File: config.mk
export PLATFORM = sky130hd
export DESIGN_NAME = cpu_core_regs_addressing
export DESIGN_NICKNAME = d
export VERILOG_FILES = /design/src/core/cpu_core_regs_addressing.v /design/src/core/alu8.v
export VERILOG_INCLUDE_DIRS = /design/src /design/src/pkg
export SDC_FILE = /design/constraint.sdc
export NUM_CORES = 1
export LEC_CHECK = 0
export BUFFER_PORTS_ARGS = -buffer_cell sky130_fd_sc_hd__buf_4
export CORE_ASPECT_RATIO = 1.1
export CORE_MARGIN = 2
export CORE_UTILIZATION = 25
export CTS_CLUSTER_DIAMETER = 50
export DETAILED_ROUTE_END_ITERATION = 8
export PLACE_DENSITY = 0.47
export SETUP_SLACK_MARGIN = 0.4
export SLEW_MARGIN = 20
export SYNTH_ARGS = -nofsm -noshare
export SYNTH_HDL_FRONTEND = slang
export SYNTH_SLANG_ARGS = --single-unit
File: constraint.sdc
create_clock -name i_core_clk -period 8.35 [get_ports i_core_clk]
set_clock_uncertainty 0.1 [all_clocks]
set_input_delay 0.4175 -clock i_core_clk [delete_from_list [all_inputs] [get_ports i_core_clk]]
set_output_delay 0.4175 -clock i_core_clk [all_outputs]
set_load 0.05 [all_outputs]
File: src/pkg/cpu_core_regs.vh
// constants for the cpu register set and addressing modes
`ifndef CPU_CORE_REGS_VH
`define CPU_CORE_REGS_VH

// register-space address of the flags register
`define FLAGS_ADDR        8'hF7
// flags field positions
`define FLG_GIE           0
`define FLG_ZERO          1
`define FLG_CARRY         2
`define FLG_SUPER         3
`define FLG_BANK          4
// flags reset value and writable mask
`define FLAGS_RESET       8'h02
`define FLAGS_WMASK       8'h17
// addressing mode codes
`define AM_NONE           4'h0
`define AM_SRC_IMM        4'h1
`define AM_SRC_DIR        4'h2
`define AM_SRC_IDX        4'h3
`define AM_DST_DIR        4'h4
`define AM_DST_IDX        4'h5
`define AM_DST_DIR_IMM    4'h6
`define AM_DST_IDX_IMM    4'h7
// target register select
`define TGT_A             2'h0
`define TGT_X             2'h1
`define TGT_SP            2'h2
`define TGT_F             2'h3
// alu operation codes
`define OP_MOV            3'h0
`define OP_ADD            3'h1
`define OP_SUB            3'h2
`define OP_AND            3'h3
`define OP_OR             3'h4
`define OP_XOR            3'h5
// stack operation codes and program counter reset value
`define SK_NONE           3'h0
`define SK_PUSH           3'h1
`define SK_POP            3'h2
`define SK_CALL           3'h3
`define SK_RET            3'h4
`define SK_ADD            3'h5
`define SK_SWAP           3'h6
`define PC_RESET          16'h0000

`endif

File: src/core/cpu_core_regs_addressing.v
// cpu working registers, operand fetch and addressing mode execution
`timescale 1ns/1ns
`include "cpu_core_regs.vh"
module cpu_core_regs_addressing (
    // clock and reset
    input  wire        i_core_clk,
    input  wire        i_nrst,
    // decoded instruction request
    input  wire        i_instr_valid,
    input  wire [3:0]  i_addr_mode,
    input  wire [2:0]  i_alu_op,
    input  wire [1:0]  i_target,
    input  wire        i_use_reg_space,
    input  wire        i_upd_flags,
    input  wire [2:0]  i_stack_op,
    input  wire        i_pc_load,
    input  wire [15:0] i_pc_target,
    // program memory
    output wire [15:0] o_prog_addr,
    input  wire [7:0]  i_prog_data,
    // data ram / register space
    output reg  [7:0]  o_mem_addr,
    output reg         o_mem_rd,
    output reg         o_mem_wr,
    output reg         o_mem_reg_space,
    output reg  [7:0]  o_mem_wdata,
    input  wire [7:0]  i_mem_rdata,
    // supervisor entry/exit and interrupt request
    input  wire        i_super_enter,
    input  wire        i_super_exit,
    input  wire        i_irq_req,
    // status
    output wire        o_busy,
    output wire        o_irq_take,
    output wire        o_bank_select_bit,
    output wire [7:0]  o_program_counter_high,
    output wire [7:0]  o_program_counter_low,
    output wire [7:0]  o_acc,
    output wire [7:0]  o_index,
    output wire [7:0]  o_stack_pointer_reg,
    output wire [7:0]  o_status_flags
);
    // ****************************************
    // states
    // ****************************************
    localparam [5:0] ST_IDLE = 6'b000001;
    localparam [5:0] ST_OP1  = 6'b000010;
    localparam [5:0] ST_OP2  = 6'b000100;
    localparam [5:0] ST_RD   = 6'b001000;
    localparam [5:0] ST_EXEC = 6'b010000;
    localparam [5:0] ST_WR   = 6'b100000;

    // instruction length from addressing mode
    function [1:0] instr_len;
        input [3:0] mode;
        begin
            case (mode)
                `AM_NONE:                          instr_len = 2'd1;
                `AM_DST_DIR_IMM, `AM_DST_IDX_IMM:  instr_len = 2'd3;
                default:                           instr_len = 2'd2;
            endcase
        end
    endfunction

    // does the mode add the index register
    function is_indexed;
        input [3:0] mode;
        begin
            is_indexed = (mode == `AM_SRC_IDX) || (mode == `AM_DST_IDX) || (mode == `AM_DST_IDX_IMM);
        end
    endfunction

    // ****************************************
    // registers
    // ****************************************
    reg [5:0]  state_ff;
    reg [15:0] program_counter_reg_ff;
    reg [7:0]  acc_ff;
    reg [7:0]  index_ff;
    reg [7:0]  stack_pointer_reg_ff;
    reg [7:0]  flags_ff;
    reg [7:0]  op1_ff;
    reg [7:0]  op2_ff;
    reg [7:0]  mem_data_ff;
    reg [3:0]  mode_ff;
    reg [2:0]  alu_op_ff;
    reg [1:0]  target_ff;
    reg        reg_space_ff;
    reg        upd_flags_ff;
    reg [2:0]  stack_op_ff;
    reg        pc_load_ff;
    reg [15:0] pc_target_ff;
    reg [1:0]  len_ff;

    // ****************************************
    // alu operand selection
    // ****************************************
    reg  [7:0] alu_a;
    reg  [7:0] alu_b;
    wire [7:0] alu_res;
    wire       alu_carry;
    wire       alu_zero;
    wire       src_mode;
    wire [7:0] tgt_val;
    wire [7:0] eff_addr;

    assign src_mode = (mode_ff == `AM_SRC_IMM) || (mode_ff == `AM_SRC_DIR) || (mode_ff == `AM_SRC_IDX);
    assign tgt_val  = (target_ff == `TGT_X) ? index_ff :
                      (target_ff == `TGT_SP) ? stack_pointer_reg_ff :
                      (target_ff == `TGT_F) ? flags_ff : acc_ff;
    // indexed address wraps inside the 256-byte space
    // operand plus index
    assign eff_addr = is_indexed(mode_ff) ? (op1_ff + index_ff) : op1_ff;

    always @* begin
        alu_a = tgt_val;
        alu_b = mem_data_ff;
        case (mode_ff)
            `AM_SRC_IMM: begin
                alu_a = tgt_val;
                alu_b = op1_ff;
            end
            `AM_SRC_DIR, `AM_SRC_IDX: alu_b = mem_data_ff;
            `AM_DST_DIR: begin
                alu_a = mem_data_ff;
                alu_b = tgt_val;
            end
            `AM_DST_IDX: begin
                alu_a = mem_data_ff;
                alu_b = acc_ff;
            end
            `AM_DST_DIR_IMM, `AM_DST_IDX_IMM: begin
                alu_a = mem_data_ff;
                alu_b = op2_ff;
            end
            default: alu_b = mem_data_ff;
        endcase
    end

    alu8 u_alu (
        .i_op    (alu_op_ff),
        .i_a     (alu_a),
        .i_b     (alu_b),
        .o_res   (alu_res),
        .o_carry (alu_carry),
        .o_zero  (alu_zero)
    );

    wire needs_read = (mode_ff != `AM_SRC_IMM) && (mode_ff != `AM_NONE) &&
                      (src_mode || (alu_op_ff != `OP_MOV));
    wire dst_mode   = !src_mode && (mode_ff != `AM_NONE);
    // flags register reachable only at its explicit address
    // flags read at F7
    wire [7:0] rd_data = (reg_space_ff && eff_addr == `FLAGS_ADDR) ? flags_ff : i_mem_rdata;

    // ****************************************
    // memory bus drive
    // ****************************************
    always @* begin
        o_mem_addr      = eff_addr;
        o_mem_rd        = (state_ff == ST_RD);
        o_mem_wr        = (state_ff == ST_WR);
        o_mem_reg_space = reg_space_ff;
        o_mem_wdata     = mem_data_ff;
    end

    // ****************************************
    // sequencer and register update
    // ****************************************
    reg [7:0] nxt_flags;
    always @* begin
        nxt_flags = flags_ff;
        if (upd_flags_ff) begin
            nxt_flags[`FLG_CARRY] = alu_carry;
            nxt_flags[`FLG_ZERO]  = alu_zero;
        end
        if (src_mode && target_ff == `TGT_F) begin
            nxt_flags = (flags_ff & ~`FLAGS_WMASK) | (alu_res & `FLAGS_WMASK);
        end
        nxt_flags[`FLG_SUPER] = flags_ff[`FLG_SUPER];
        nxt_flags[7:5] = 3'b000;
    end

    always @(posedge i_core_clk or negedge i_nrst) begin
        if (!i_nrst) begin
            state_ff               <= ST_IDLE;
            program_counter_reg_ff <= `PC_RESET;
            acc_ff                 <= 8'h00;
            index_ff               <= 8'h00;
            stack_pointer_reg_ff   <= 8'h00;
            flags_ff               <= `FLAGS_RESET;
            op1_ff                 <= 8'h00;
            op2_ff                 <= 8'h00;
            mem_data_ff            <= 8'h00;
            mode_ff                <= `AM_NONE;
            alu_op_ff              <= `OP_MOV;
            target_ff              <= `TGT_A;
            reg_space_ff           <= 1'b0;
            upd_flags_ff           <= 1'b0;
            stack_op_ff            <= `SK_NONE;
            pc_load_ff             <= 1'b0;
            pc_target_ff           <= 16'h0000;
            len_ff                 <= 2'd1;
        end else begin
            case (state_ff)
                ST_IDLE: begin
                    if (i_instr_valid) begin
                        mode_ff      <= i_addr_mode;
                        alu_op_ff    <= i_alu_op;
                        target_ff    <= i_target;
                        reg_space_ff <= i_use_reg_space;
                        upd_flags_ff <= i_upd_flags;
                        stack_op_ff  <= i_stack_op;
                        pc_load_ff   <= i_pc_load;
                        pc_target_ff <= i_pc_target;
                        len_ff       <= instr_len(i_addr_mode);
                        state_ff     <= (i_addr_mode == `AM_NONE) ? ST_EXEC : ST_OP1;
                    end
                end
                ST_OP1: begin
                    op1_ff   <= i_prog_data;
                    state_ff <= (len_ff == 2'd3) ? ST_OP2 : ST_RD;
                end
                ST_OP2: begin
                    op2_ff   <= i_prog_data;
                    state_ff <= ST_RD;
                end
                ST_RD: begin
                    // reads harmless when not needed; data replaced by zero
                    mem_data_ff <= needs_read ? rd_data : 8'h00;
                    state_ff    <= ST_EXEC;
                end
                ST_EXEC: begin
                    if (src_mode) begin
                        if (target_ff == `TGT_A) begin
                            acc_ff <= alu_res;
                        end
                        if (target_ff == `TGT_X) begin
                            index_ff <= alu_res;
                        end
                        if (target_ff == `TGT_SP) begin
                            stack_pointer_reg_ff <= alu_res;
                        end
                    end
                    flags_ff <= nxt_flags;
                    case (stack_op_ff)
                        `SK_PUSH: stack_pointer_reg_ff <= stack_pointer_reg_ff + 8'h01;
                        `SK_POP:  stack_pointer_reg_ff <= stack_pointer_reg_ff - 8'h01;
                        `SK_CALL: stack_pointer_reg_ff <= stack_pointer_reg_ff + 8'h02;
                        `SK_RET:  stack_pointer_reg_ff <= stack_pointer_reg_ff - 8'h02;
                        `SK_ADD:  stack_pointer_reg_ff <= stack_pointer_reg_ff + op1_ff;
                        `SK_SWAP: stack_pointer_reg_ff <= acc_ff;
                        default:  stack_pointer_reg_ff <= stack_pointer_reg_ff;
                    endcase
                    if (stack_op_ff == `SK_SWAP) begin
                        acc_ff <= stack_pointer_reg_ff;
                    end
                    if (pc_load_ff) begin
                        program_counter_reg_ff <= pc_target_ff;
                    end else begin
                        program_counter_reg_ff <= program_counter_reg_ff + {14'h0000, len_ff};
                    end
                    mem_data_ff <= alu_res;
                    state_ff <= dst_mode ? ST_WR : ST_IDLE;
                end
                ST_WR: begin
                    state_ff <= ST_IDLE;
                end
                default: state_ff <= ST_IDLE;
            endcase
            // placed last so the pins win over any flags write
            // supervisor set by hardware only
            if (i_super_enter) begin
                flags_ff[`FLG_SUPER] <= 1'b1;
            end else if (i_super_exit) begin
                flags_ff[`FLG_SUPER] <= 1'b0;
            end
        end
    end

    // ****************************************
    // outputs
    // ****************************************
    // operand bytes follow the opcode; the fetch address tracks the sequencer
    // full program address
    assign o_prog_addr = (state_ff == ST_OP1) ? program_counter_reg_ff + 16'h0001 :
                         (state_ff == ST_OP2) ? program_counter_reg_ff + 16'h0002 :
                         program_counter_reg_ff;
    assign o_busy = (state_ff != ST_IDLE);
    assign o_irq_take = i_irq_req & flags_ff[`FLG_GIE];
    assign o_bank_select_bit = flags_ff[`FLG_BANK];
    assign o_program_counter_high = program_counter_reg_ff[15:8];
    assign o_program_counter_low  = program_counter_reg_ff[7:0];
    assign o_acc               = acc_ff;
    assign o_index             = index_ff;
    assign o_stack_pointer_reg = stack_pointer_reg_ff;
    assign o_status_flags      = flags_ff;
endmodule

File: src/core/alu8.v
// 8-bit alu with carry and zero outputs
`timescale 1ns/1ns
`include "cpu_core_regs.vh"
module alu8 (
    // operation and operands
    input  wire [2:0] i_op,
    input  wire [7:0] i_a,
    input  wire [7:0] i_b,
    // results
    output reg  [7:0] o_res,
    output reg        o_carry,
    output wire       o_zero
);
    reg [8:0] wide;
    always @* begin
        wide = 9'h000;
        case (i_op)
            `OP_MOV: wide = {1'b0, i_b};
            `OP_ADD: wide = {1'b0, i_a} + {1'b0, i_b};
            `OP_SUB: wide = {1'b0, i_a} - {1'b0, i_b};
            `OP_AND: wide = {1'b0, i_a & i_b};
            `OP_OR:  wide = {1'b0, i_a | i_b};
            `OP_XOR: wide = {1'b0, i_a ^ i_b};
            default: wide = {1'b0, i_b};
        endcase
        o_res   = wide[7:0];
        o_carry = wide[8];
    end
    assign o_zero = (o_res == 8'h00);
endmodule

## Yosys cells after proc, flatten, opt, wreduce, memory -nomap -nowiden

Index checks and enable logic that the tools add are counted.

- $add $sub $neg: 11
- Equality and inequality tests: 34
- Muxes and demuxes: 27
- Bitwise logic cells: 5
- Reduce and logical (&&, ||, !) cells: 31

Operators by type and width:

| kind | count |
|---|---|
| two-way mux 8 bit | 10 |
| two-way mux 16 bit | 3 |
| case mux 8 bit (6 select lines) | 1 |
| case mux 9 bit (5 select lines) | 1 |
| case mux 8 bit (4 select lines) | 1 |
| case mux 6 bit (5 select lines) | 1 |
| == test 4 x 3 -> 1 bit, second input constant | 6 |
| adder 16 x 1 -> 16 bit, second input constant | 1 |
| adder 16 x 2 -> 16 bit | 1 |
| adder 16 x 2 -> 16 bit, second input constant | 1 |
| adder 8 bit | 2 |
| case mux 8 bit (2 select lines) | 1 |
| == test 3 bit, second input constant | 5 |
| == test 3 x 2 -> 1 bit, second input constant | 4 |
| two-way mux 6 bit | 2 |
| two-way mux 5 bit | 2 |
| nonzero test 2 bit | 5 |
| adder 8 x 8 -> 9 bit | 1 |
| subtractor 8 x 8 -> 9 bit | 1 |
| adder 8 x 1 -> 8 bit, second input constant | 1 |
| adder 8 x 2 -> 8 bit, second input constant | 1 |
| AND 8 bit | 1 |
| == test 4 x 2 -> 1 bit, second input constant | 2 |
| == test 8 bit, second input constant | 1 |
| other kinds (36) | 53 |

- Register bits after elaboration: 108
- Input port bits: 53
- Output and inout bits: 86
- Word-level logic and storage cells: 128

## Longest topological paths before layout

- Word-level depth: 10
- Gate-level depth with buffers: 18
- Depth with buffers taken out: 15

## Cells and area by module

A second synthesis with hierarchy kept.

- Cells, all modules: 920
- Area, all modules: 8135.3 um^2

Modules (own cells, without submodules):

| module | times used | cells each | area each (um^2) | seq. area each (um^2) |
|---|---|---|---|---|
| cpu_core_regs_addressing | 1 | 762 | 6981.7 | 2706.3 |
| alu8 | 1 | 158 | 1153.6 | 0.0 |

## Worst setup path after synthesis

OpenSTA, ideal clock, no wires.

- Kind: flip-flop to flip-flop
- From: reg index_ff[0], in the netlist o_index[0]
- To: reg mem_data_ff[5], in the netlist o_mem_wdata[5]
- Library setup time: 126 ps
- Arrival time: 3824 ps
- Required time: 8124 ps
- Path slack: 4300 ps
- Stages on the path, launching flop included: 11
- Buffers on the path: 1
- Clock period less this slack: 4050 ps
- Cell sequence: dfrtp_1 -> ha_1 -> fa_1 -> a211o_1 -> a211o_1 -> o2bb2ai_1 -> nand4b_1 -> a2111o_1 -> buf_4 -> nor2b_1 -> a221o_1

- Word-level cells in the longest chain between the ends: 7
- Elaborated cells on any way between the ends: 13
- Classes of those cells: add/sub (3); eq/ne (1); mux (8); reduce/logical (1)

RTL lines:

| element | RTL line | text |
|---|---|---|
| start, declared | cpu_core_regs_addressing.v:79 | `reg [7:0] index_ff;` |
| start signal, assigned | cpu_core_regs_addressing.v:239 | `index_ff <= alu_res;` |
| adder 8 bit | cpu_core_regs_addressing.v:113 | `assign eff_addr = is_indexed(mode_ff) ? (op1_ff + index_ff) : op1_ff;` |
| two-way mux 8 bit | cpu_core_regs_addressing.v:113 |  |
| named net o_mem_addr[4] | cpu_core_regs_addressing.v:22 | `output reg [7:0] o_mem_addr,` |
| == test 8 bit (no line) | n/a |  |
| logical AND 1 bit (no line) | n/a |  |
| two-way mux 8 bit | cpu_core_regs_addressing.v:154 | `` wire [7:0] rd_data = (reg_space_ff && eff_addr == `FLAGS_ADDR) ? flags_ff : i_mem_rdata; `` |
| two-way mux 8 bit | cpu_core_regs_addressing.v:230 | `mem_data_ff <= needs_read ? rd_data : 8'h00;` |
| case mux 8 bit (2 select lines) | cpu_core_regs_addressing.v:205 | `case (state_ff)` |
| end signal, assigned | cpu_core_regs_addressing.v:230 |  |
| end signal, assigned | cpu_core_regs_addressing.v:263 | `mem_data_ff <= alu_res;` |
| end, declared | cpu_core_regs_addressing.v:84 | `reg [7:0] mem_data_ff;` |

The timed path passes the listed nets, and every way through them passes these cells.
A chain may end at the register's enable or synchronous reset.

## Worst setup path after layout

- From: reg mode_ff[2]
- To: reg acc_ff[5], in the netlist o_acc[5]

- Word-level cells in the longest chain between the ends: 8
- Elaborated cells on any way between the ends: 24
- Classes of those cells: add/sub (2); eq/ne (7); mux (6); bitwise (3); reduce/logical (6)

RTL lines:

| element | RTL line | text |
|---|---|---|
| start, declared | cpu_core_regs_addressing.v:85 | `reg [3:0] mode_ff;` |
| start signal, assigned | cpu_core_regs_addressing.v:195 | `` mode_ff <= `AM_NONE; `` |
| start signal, assigned | cpu_core_regs_addressing.v:208 | `mode_ff <= i_addr_mode;` |
| == test 4 x 3 -> 1 bit | cpu_core_regs_addressing.v:118 | `case (mode_ff)` |
| OR reduction 2 bit or OR reduction 4 bit (tied branches) | n/a |  |
| case mux 8 bit (4 select lines) or two-way mux 8 bit (tied branches) | cpu_core_regs_addressing.v:118 |  |
| subtractor 8 x 8 -> 9 bit (tied with other cells) | alu8.v:20 | `` `OP_SUB: wide = {1'b0, i_a} - {1'b0, i_b}; `` |
| case mux 9 bit (5 select lines) | alu8.v:17 | `case (i_op)` |
| two-way mux 8 bit | cpu_core_regs_addressing.v:235 | `` if (target_ff == `TGT_A) begin `` |
| two-way mux 8 bit | cpu_core_regs_addressing.v:234 | `if (src_mode) begin` |
| two-way mux 8 bit | cpu_core_regs_addressing.v:255 | `` if (stack_op_ff == `SK_SWAP) begin `` |
| end signal, assigned | cpu_core_regs_addressing.v:236 | `acc_ff <= alu_res;` |
| end signal, assigned | cpu_core_regs_addressing.v:256 | `acc_ff <= stack_pointer_reg_ff;` |
| end, declared | cpu_core_regs_addressing.v:78 | `reg [7:0] acc_ff;` |

Several ways; a longest one is shown, not always the timed one. The select of a mux whose other input is x is not followed.

==> impl_metrics.yaml <==
yosys:
  syn_inst: 968
  synth_edf_count: 0
  syn_avg_cell_area_sq_um: 8.71
  ys_seq_area_share_pct: 32.1
  synthXorXnorAreaFrac_pct: 3.32
  yosys_warnings: 0
  synthAdderAreaFrac_pct: 8.45
  synth_top_area_share_pct: 31.1
  synth_largest_area_cell: "dfrtp_1"
  synth_top_family_by_area: "compound AO/OA/AOI/OAI gates"
  synth_simple_gate_area_share_pct: 19.9
  ys_async_sr_fraction_pct: 100
  ys_types: 81
  dominantRegCellSynth: "dfrtp_1"
  synth_compound_area_share_pct: 20.9
  synth_mux_area_share_pct: 10.1
  ys_ff_latch: 108
  syn_area_sq_um: 8440
  synth_area_leaders: "dfrtp_1 31%, ha_1 7.3%, mux2_2 6.1%"
global_route:
  grt_max_degree: 71
  grt_antenna_before_repair: 2
  grt_pass1_wl_um: 45400
  grtUsageTotal_pct: 16.8
  grt_pass1_vias: 7543
  grt_overflow: 0
setup_path:
  cpMostUsedCell: "o21ai_0"
  r2r_setup_slack_ns: 3.22
  critPathMaxStageDelay_ns: 0.89
  crit_cells: 14
  worstPathCellList: "nor4b_2 > nand2_1 > a31oi_1 > inv_1 > a21oi_1 > xnor2_1 > ha_1 > o21a_1 > o31a_1 > or4_1 > nand3_1 > o21ai_0 > o21ai_0 > mux2_2"
  critPathRequiredTime_ns: 8.55
  reg2reg_depth: 14
  cp-startpoint: "mode_ff[2]"
  critPathBufInv: 1
  crit_arrival_ns: 5.33
  endpoint_kind: "flop"
  slowest_stage: "dfrtp_1"
  critical_path.startpoint_type: "flop"
  crit_type: "reg2reg"
  cp_max_fo: 30
  crit_family: "compound AO/OA/AOI/OAI gates"
  r2r-start: "mode_ff[2]"
sta:
  final_hold_viol_count: 0
  fin_tns_setup_ns: 0
  rsz0062_at_grt: "false"
  setup_violations: 0
  min_period_ns: 5.13
  fmax_ghz: 0.195
  relSlewSlack_pct: 34.9
  worst_pin_slew_ns: 0.977
  final_max_slew_viol_count: 0
  period_share_pct: 61.4
route:
  firstDrtPassIters: 6
  route.detailed.drc: 0
  avgRoutedWirePerCell_um: 19.6
  routed_wl_um: 29600
  via_per_inst: 5.14
  drtIter0Drc: 510
  ant_nets: 0
  vias: 7744
status:
  status: "completed"
clock_network:
  clkTransAtPathRegs_ns: 0.08
  cts_tree: "yes"
  clock_latency_ns: 0.37
  cts-buffers-inserted: 9
  clock-sinks: 108
  cts_max_level: 3
  clock_path_buffers: 2
  post_cts_buffers: 0
  cts_root_buf: "clkbuf_16"
die:
  die_y_um: 197
  num_rows: 70
  die_x_um: 179
  initial_utilization_pct: 25.3
  die_area_sq_um: 35200
  core-area_sq_um: 33300
  ios: 139
layout:
  drive_gt1_share_pct: 21.9
  n_fill_cell: 3567
  final_core_util_pct: 30.4
  nets: 1175
  multiInputGateArea_sq_um: 5320
  register_area_sq_um: 2710
  syn_to_final_growth_pct: 20.1
  largest_registers: "pc_target_ff x16, program_counter_reg_ff x16"
hold_path:
  hp-start: "i_super_enter"
  holdPathStages: 2
  hp-class: "in2reg"
place:
  dp.final_hpwl_um: 22600
  gp_congestion: 0.898
  io_buffers: 135
run:
  maxCapViolations: 0
## cell usage after synthesis, drive strengths merged, types with 10 or more instances
master	instances
nand2	116
dfrtp	105
nor2	70
o21ai	68
a21oi	57
ha	49
mux2	46
inv	45
clkbuf	42
xnor2	23
mux2i	22
nor3	22
nand3	21
nand2b	19
a21o	16
buf	15
a211oi	14
a31oi	13
a22oi	10
nor2b	10
## kinds of logic (layout without fill, tap and decap cells)
kind of cell | Yosys count | after routing
other | 1 | 4
adders and majority gates | 54 | 54
buffers and inverters | 103 | 206
and+or+nand+nor | 334 | 334
DFF | 108 | 108
xor gates and xnor gates | 32 | 32
muxes | 73 | 73
AOI/OAI and AO/OA | 263 | 263
## final timing paths
path,end
worst max-delay path,o_acc[5]
worst min-delay path,o_status_flags[3]
worst max register to register,o_acc[5]
worst min register to register,op2_ff[5]
max in group asynchronous,target_ff[1]
min in group asynchronous,program_counter_reg_ff[5]
## layout by cell type (no fill, tap or decap), drive strengths merged, types with 6 or more instances in the layout
master	synthesis	layout
a21o	16	16
o21ai	68	68
a31oi	13	13
nor2b	10	10
ha	49	49
o31ai	7	7
clkbuf	42	9
xnor2	23	23
a21oi	57	57
buf	15	143
nand4	7	7
xor2	9	9
a221oi	9	9
or2	8	8
nor3b	9	9
a211oi	14	14
nand4b	6	6
nand2b	19	19
and3	8	8
nand3	21	21
and2	7	7
o21a	9	9
mux2	46	46
dfrtp	105	105
nor4	7	7
inv	45	49
a22oi	10	10
nor2	70	70
nand2	116	116
mux2i	22	22
nor3	22	22
## area by class of cell
cell class / instances / share of cell area [%]
Inverter: 46 / 1.70
Multi-Input combinational cell: 759 / 52.5
Clock buffer: 9 / 2.22
Sequential cell: 108 / 26.7
Clock inverter: 7 / 0.766
Tap cell: 432 / 5.34
Antenna cell: 1 / 0.0247
Timing Repair Buffer: 144 / 10.7
## stage by stage
stage                     instance area, sq um  worst slack, ns  std cells  hold WS, ns
after global placement                    9800             3.49       1487        0.351
final                                    10100             3.22       1506        0.135
after CTS                                10100             3.40       1505        0.123
after global routing                     10100             2.84       1505        0.118
after detailed placement                  9810             3.38       1488        0.345
after floorplan                           8440             4.30        970       0.0219
## per-layer routing
metal  routed length (um)  GRT usage (%)  vias up
met1                13100           22.6     3734
met2                13700           26.8      229
li1                     -              -     3736
met3                 1940           3.74       43
met4                  756           5.41        2
met5                   13              0        -
## timing repair
item	4_1_cts	5_1_grt
resized for setup	0	0
hold buffers	1	0
endpoints found under the hold margin	35	0
Power is not shown: default switching activity piles up to over one toggle a cycle in this logic, so the estimate is an artifact.
